$ cat config.mk
export PLATFORM = sky130hd
export DESIGN_NAME = sdrp_spi_port
export DESIGN_NICKNAME = d
export VERILOG_FILES = /design/src/common/sdrp_pkg.sv /design/src/design/sdrp_spi_port.sv
export VERILOG_INCLUDE_DIRS = /design/src /design/src/common
export SDC_FILE = /design/constraint.sdc
export NUM_CORES = 1
export LEC_CHECK = 0
export BUFFER_PORTS_ARGS = -buffer_cell sky130_fd_sc_hd__buf_4
export CORE_UTILIZATION = 58
export CTS_CLUSTER_DIAMETER = 200
export CTS_CLUSTER_SIZE = 30
export DETAILED_ROUTE_END_ITERATION = 10
export PLACE_DENSITY_LB_ADDON = 0.1
export SYNTH_ARGS = -nofsm -noshare
export SYNTH_HDL_FRONTEND = slang
export SYNTH_SLANG_ARGS = --single-unit
$ cat constraint.sdc
create_clock -name clock_i -period 18.4 [get_ports clock_i]
set_input_delay 3.68 -clock clock_i [delete_from_list [all_inputs] [get_ports clock_i]]
set_output_delay 3.68 -clock clock_i [all_outputs]
set_load 0.01 [all_outputs]
$ cat src/common/sdrp_regs.svh
`ifndef SDRP_REGS_SVH
`define SDRP_REGS_SVH

// Frame geometry
`define SDRP_FRAME_BITS 6'd40
`define SDRP_CNT_ONE 6'd1

// Register addresses, lower seven bits of the address byte
`define SDRP_ADDR_GLOBAL 7'h00
`define SDRP_ADDR_STATUS 7'h01
`define SDRP_ADDR_SINE1 7'h69
`define SDRP_ADDR_CHOP1 7'h6c
`define SDRP_ADDR_SINE2 7'h79
`define SDRP_ADDR_CHOP2 7'h7c

// Field positions
`define SDRP_GLOBAL_CONFIG_REG_SINGLE_BIT 0
`define SDRP_GLOBAL_CONFIG_REG_LOCK_BIT 1
`define SDRP_CHOP_3PH_BIT 27

// Reset values
`define SDRP_WORD_RESET 32'h0000_0000
`define SDRP_STATUS_RESET 8'h00
`define SDRP_STATUS_RSVD 1'b0

`endif

$ cat src/common/sdrp_pkg.sv
package sdrp_pkg;

	// One received datagram, most significant bit first on the wire
	typedef struct packed {
		logic wr;
		logic [6:0] addr;
		logic [31:0] data;
	} sdrp_datagram_type;

	// One returned datagram: status snapshot then read data
	typedef struct packed {
		logic [7:0] status;
		logic [31:0] data;
	} sdrp_reply_type;

endpackage : sdrp_pkg

$ cat src/design/sdrp_spi_port.sv
`include "sdrp_regs.svh"

// Function
// - Each transaction carries one 40-bit datagram of an address byte and four data bytes; shorter frames are dropped, longer ones keep their last 40 bits.
// - Registers are picked by a one-byte address whose lower seven bits select the register.
// - A cleared address byte top bit makes the datagram a read request.
// - A set address byte top bit makes the datagram a write that stores the payload.
// - Every register moves as a full 32-bit data field, unused bits carried but ignored.
// - Each register is write-only, read-write or read-only as defined for it.
// - Each of the two drivers can independently be configured for 3-phase operation.
// - The global config holds a single-driver flag making driver 1 run both power stages.
// - A lock, once applied, rejects further writes to the global config.
// - Bits go most significant first, sampled on rising and shifted out after falling clock edges.
// - Data asked for by a read comes back in the data field of the next datagram.
// - The top eight returned bits carry a status snapshot instead of the address.
module sdrp_spi_port (
	input wire logic clock_i,
	input wire logic reset_i,
	input wire logic sck_i,
	input wire logic sdi_i,
	input wire logic select_n_i,
	input wire logic [6:0] status_flags_i,
	output logic sdo_o,
	output logic sdo_en_o,
	output logic single_driver_o,
	output logic config_lock_o,
	output logic [1:0] three_phase_o,
	output logic [1:0][31:0] chopper_config_o,
	output logic [1:0][31:0] sine_table_start_o
);

	logic [2:0] sck_sync_reg;
	logic [2:0] sdi_sync_reg;
	logic [2:0] sel_sync_reg;
	logic [39:0] shift_reg;
	logic sample_reg;
	logic [5:0] count_reg;
	logic [7:0] status_snap_reg;
	logic [31:0] read_data_reg;
	logic [31:0] global_config_reg;
	logic lock_reg;
	logic [1:0][31:0] chopper_config_reg;
	logic [1:0][31:0] sine_table_start_reg;

	wire sck_rise = sck_sync_reg[1] & ~sck_sync_reg[2];
	wire sck_fall = ~sck_sync_reg[1] & sck_sync_reg[2];
	wire sel_active = ~sel_sync_reg[1];
	wire frame_start = ~sel_sync_reg[1] & sel_sync_reg[2];
	wire frame_end = sel_sync_reg[1] & ~sel_sync_reg[2];
	wire sdi_bit = sdi_sync_reg[1];

	// Datagram decode of the last 40 bits seen
	sdrp_pkg::sdrp_datagram_type cmd;
	assign cmd = sdrp_pkg::sdrp_datagram_type'({shift_reg[38:0], sample_reg});
	wire frame_ok = frame_end & (count_reg == `SDRP_FRAME_BITS);
	wire wr_frame = frame_ok & cmd.wr;
	wire hit_global = cmd.addr == `SDRP_ADDR_GLOBAL;
	wire hit_status = cmd.addr == `SDRP_ADDR_STATUS;
	wire hit_chop1 = cmd.addr == `SDRP_ADDR_CHOP1;
	wire hit_chop2 = cmd.addr == `SDRP_ADDR_CHOP2;
	wire hit_sine1 = cmd.addr == `SDRP_ADDR_SINE1;
	wire hit_sine2 = cmd.addr == `SDRP_ADDR_SINE2;
	// lock gate on global config only, chopper and sine stores ungated
	wire wr_global = wr_frame & hit_global & ~lock_reg;
	wire [1:0] wr_chop = {wr_frame & hit_chop2, wr_frame & hit_chop1};
	wire [1:0] wr_sine = {wr_frame & hit_sine2, wr_frame & hit_sine1};

	// read access: sine start is write-only, status read-only
	wire [31:0] status_word = {25'h0, status_flags_i};
	wire [31:0] read_mux = hit_global ? global_config_reg :
		hit_status ? status_word :
		hit_chop1 ? chopper_config_reg[0] :
		hit_chop2 ? chopper_config_reg[1] : `SDRP_WORD_RESET;

	sdrp_pkg::sdrp_reply_type reply;
	assign reply = '{status: status_snap_reg, data: read_data_reg};

	// Pin synchronisers
	always_ff @(posedge clock_i or posedge reset_i) begin
		if (reset_i) begin
			sck_sync_reg <= 3'h7;
			sdi_sync_reg <= 3'h0;
			sel_sync_reg <= 3'h7;
		end else begin
			sck_sync_reg <= {sck_sync_reg[1:0], sck_i};
			sdi_sync_reg <= {sdi_sync_reg[1:0], sdi_i};
			sel_sync_reg <= {sel_sync_reg[1:0], select_n_i};
		end
	end

	always_ff @(posedge clock_i or posedge reset_i) begin
		if (reset_i) begin
			shift_reg <= 40'h00_0000_0000;
			sample_reg <= 1'b0;
		end else if (frame_start) begin
			shift_reg <= reply;
		end else if (sel_active & sck_rise) begin
			sample_reg <= sdi_bit;
		end else if (sel_active & sck_fall) begin
			shift_reg <= {shift_reg[38:0], sample_reg};
		end
	end

	always_ff @(posedge clock_i or posedge reset_i) begin
		if (reset_i) begin
			count_reg <= 6'h00;
		end else if (frame_start) begin
			count_reg <= 6'h00;
		end else if (sel_active & sck_rise & (count_reg != `SDRP_FRAME_BITS)) begin
			count_reg <= count_reg + `SDRP_CNT_ONE;
		end
	end

	// read pipeline and status latch, every accepted frame, writes mirror their data
	always_ff @(posedge clock_i or posedge reset_i) begin
		if (reset_i) begin
			read_data_reg <= `SDRP_WORD_RESET;
			status_snap_reg <= `SDRP_STATUS_RESET;
		end else if (frame_ok) begin
			read_data_reg <= cmd.wr ? cmd.data : read_mux;
			status_snap_reg <= {`SDRP_STATUS_RSVD, status_flags_i};
		end
	end

	always_ff @(posedge clock_i or posedge reset_i) begin
		if (reset_i) begin
			global_config_reg <= `SDRP_WORD_RESET;
			lock_reg <= 1'b0;
		end else if (wr_global) begin
			global_config_reg <= cmd.data;
			lock_reg <= cmd.data[`SDRP_GLOBAL_CONFIG_REG_LOCK_BIT];
		end
	end

	// full words per driver, independent channels
	always_ff @(posedge clock_i or posedge reset_i) begin
		if (reset_i) begin
			chopper_config_reg <= {2{`SDRP_WORD_RESET}};
			sine_table_start_reg <= {2{`SDRP_WORD_RESET}};
		end else begin
			for (int i = 0; i < 2; i++) begin
				if (wr_chop[i]) begin
					chopper_config_reg[i] <= cmd.data;
				end
				if (wr_sine[i]) begin
					sine_table_start_reg[i] <= cmd.data;
				end
			end
		end
	end

	// Output flops
	always_ff @(posedge clock_i or posedge reset_i) begin
		if (reset_i) begin
			sdo_o <= 1'b0;
			sdo_en_o <= 1'b0;
			single_driver_o <= 1'b0;
			config_lock_o <= 1'b0;
			three_phase_o <= 2'h0;
			chopper_config_o <= {2{`SDRP_WORD_RESET}};
			sine_table_start_o <= {2{`SDRP_WORD_RESET}};
		end else begin
			// MSB first, next bit after falling clock
			if (frame_start) begin
				sdo_o <= reply[39];
			end else if (sel_active & sck_fall) begin
				sdo_o <= shift_reg[39];
			end
			sdo_en_o <= sel_active;
			single_driver_o <= global_config_reg[`SDRP_GLOBAL_CONFIG_REG_SINGLE_BIT];
			config_lock_o <= lock_reg;
			three_phase_o <= {chopper_config_reg[1][`SDRP_CHOP_3PH_BIT], chopper_config_reg[0][`SDRP_CHOP_3PH_BIT]};
			chopper_config_o <= chopper_config_reg;
			sine_table_start_o <= sine_table_start_reg;
		end
	end
endmodule : sdrp_spi_port

==> flow_summary.toml <==
[final_layout]
final_cell_mix = "dfrtp_1, mux2_2, buf_4"
antenna_cells = 0
drive_gt1_share_pct = 33.4
area_growth_pct = 12.8
final_common_cell = "dfrtp_1"
finalNetCount = 1092

[synthesis]
synthAdderAreaFrac_pct = 0.177
synth_compound_area_share_pct = 5.81
synth_cell_types = 37
synth_mux_area_share_pct = 18.8
synth-seq-cells = 386
synth_area_um2 = 14100
synthesis.nets = 979
syn_avg_cell_area_um2 = 14.6
async_flop_share_pct = 100
yosysSeqAreaShare_pct = 68.6
yosys_warnings = 0
synth_ff_type = "dfrtp_1"
synthCells = 965
synth_top_family_by_area = "multiplexers"
synth_xor_area_share_pct = 0.311
yosys.area_share.simple_pct = 4.36
synth_edf_count = 0

[grt]
grtUsageMet1_pct = 32.9
top_usage_layer = "met2"
overflow = 0
grt_pass1_wl_mm = 44.0
antenna_found_initial = 0
grtUsageTotal_pct = 22.7
grt_max_degree = 188
use_met2_pct = 37.0
grt_pass1_vias = 8085
grtUsageMet3_pct = 2.96

[power]
power_density_nw_per_um2 = 85.2
total_power_mw = 1.36
internal-power_mw = 1.06
clkPwrFrac_pct = 31.6
p_seq_share_pct = 64.6
pwr-share-comb_pct = 3.8
p_sw_share_pct = 22.0
vdd_drop_max_mv = 0.0867
cellLeakagePower_nw = 8.04
p_sw_uw = 298

[detailed_routing]
dr.pass1.iters = 6
ant_nets = 0
drt_wl_total_mm = 26.9
vias = 7844
drc = 0
drt-wirelength-per-cell_um = 19.2
dr.first_iter.drc_count = 421
via_per_inst = 5.60

[die]
ios = 146
die_x_um = 158
rows = 56
initial_core_util_pct = 59.5
dieArea_um2 = 24900
core_area_um2 = 23700
dieHeight_um = 158

[cts]
clock_latency_ns = 0.51
postCtsSetupRepairBufs = 0
htree_levels = 1
cts_sinks = 386
cts_tree = "yes"
cts_root_buf = "clkbuf_16"
clkTransAtPathRegs_ns = 0.11
clock_path_buffers = 3
cts_resized = 0
hold_buffers = 0
numCtsBuffers = 16

[place]
dp_hpwl_mm = 14.9
detailedPlace.worstSlack_ns = 12.90
portBuffers = 145
place_congestion = 0.729

[sta]
setup_slack_ns = 13.56
hold_viol_final = 0
setup_viol = 0
setup-tns-final_ns = 0
drv_slew = 0
hold_slack_ns = 0.359
rsz0062_at_grt = "false"
worstMarginPinSlew_ns = 1.13
max_slew_margin_pct = 24.8
fmax_mhz = 207
finalCritPeriodShare_pct = 26.3
min_period_ns = 4.84
fin_worst_skew_ns = 0.0131

[critical_path]
required_ns = 18.87
crit_type = "input port to async pin"
arrival_ns = 5.32
crit_top_cell = "buf_4"
worstPathMaxFanout = 126
cp-start-kind = "input port"
critPathMaxStageDelay_ns = 0.84
crit_path_end_kind = "async pin"
slowest_stage = "buf_4"
worstPathCellList = "buf_4, inv_8, buf_4"

[outcome]
outcome = "complete, no violations"

[min_path]
holdCritPathClass = "flop to flop"

[run]
drv_cap = 0
## per-layer routing
layer  wire length [um]  vias to the layer above  share of wire (%)
li1                   -                     3583                  -
met1              12200                     4071                 45
met2              13000                      165                 49
met3               1270                       25                4.7
met4                338                        0                1.3
met5                  0                        -                  0
## stage by stage
stage | instances | utilization, % | instance area [um^2]
after floorplan | 965 | - | 14100
final | 1401 | 67.2 | 15900
after global placement | 1379 | 65.2 | 15400
after global routing | 1401 | 67.2 | 15900
after CTS | 1401 | 67.2 | 15900
after detailed placement | 1379 | 65.2 | 15400
## cell families after synthesis
family	count (synthesis)
flip-flops	386
AND/OR/NAND/NOR	129
multiplexers	240
XOR/XNOR	5
adder cells (fa/ha/maj)	2
buffers and inverters	65
AO/OA/AOI/OAI	138
## power by group through the flow
stage | combinational (mW) | sequential [mW] | clock (mW)
after global placement | 0.0512 | 0.892 | 0
final | 0.0510 | 0.876 | 0.429
after global routing | 0.0585 | 0.878 | 0.469
after CTS | 0.0528 | 0.876 | 0.441
after detailed placement | 0.0520 | 0.892 | 0
after floorplan | 0.0442 | 0.879 | 0
## final cells by class
type / count / area [um^2]
sequential: 386 / 9670
tap: 319 / 399
fill: 1790 / 7770
inverter: 5 / 26.3
timing repair buffer: 155 / 1180
clock inverter: 1 / 30.0
multi-input combinational: 514 / 4170
clock buffer: 21 / 440
## critical path: cells and delay by family
kind / cells / cell delay (ns)
buffers and inverters: 3 / 1.53
## cell usage after synthesis (2+ instances only)
library cell / n / area, um^2
and4_1: 2 / 17.5
nor4_4: 2 / 42.5
dfstp_2: 6 / 158
nor3b_1: 2 / 15.0
dfrtp_1: 380 / 9510
nand2b_1: 2 / 12.5
o21ai_0: 102 / 510
mux2_2: 168 / 1890
buf_1: 9 / 33.8
buf_6: 3 / 33.8
clkbuf_1: 40 / 150
inv_1: 5 / 18.8
or4_1: 2 / 15.0
ha_1: 2 / 25.0
nand4b_1: 2 / 17.5
nor2_1: 11 / 41.3
mux2i_1: 42 / 420
and2_1: 3 / 18.8
buf_2: 6 / 30.0
buf_4: 2 / 15.0
xor2_1: 4 / 35.0
nand2_1: 92 / 345
nand4_1: 2 / 12.5
mux2_1: 30 / 338
a221oi_1: 31 / 272
and3_1: 3 / 18.8
nor2b_1: 2 / 12.5
## final timing paths
path                                  from                        to  slack [ns]  cells past startpoint
setup / recovery                   reset_i             shift_reg[35]       13.56                      3
hold / removal             sck_sync_reg[0]           sck_sync_reg[1]        0.36                      0
setup reg to reg              count_reg[2]  sine_table_start_reg[30]       14.76                      5
hold reg to reg            sck_sync_reg[0]           sck_sync_reg[1]        0.36                      0
max in group clock_i         config_lock_o             config_lock_o       13.62                      1
min in group asynchronous          reset_i    sine_table_start_o[24]        3.32                      2
No activity file was read; power rests on OpenSTA's default activity.
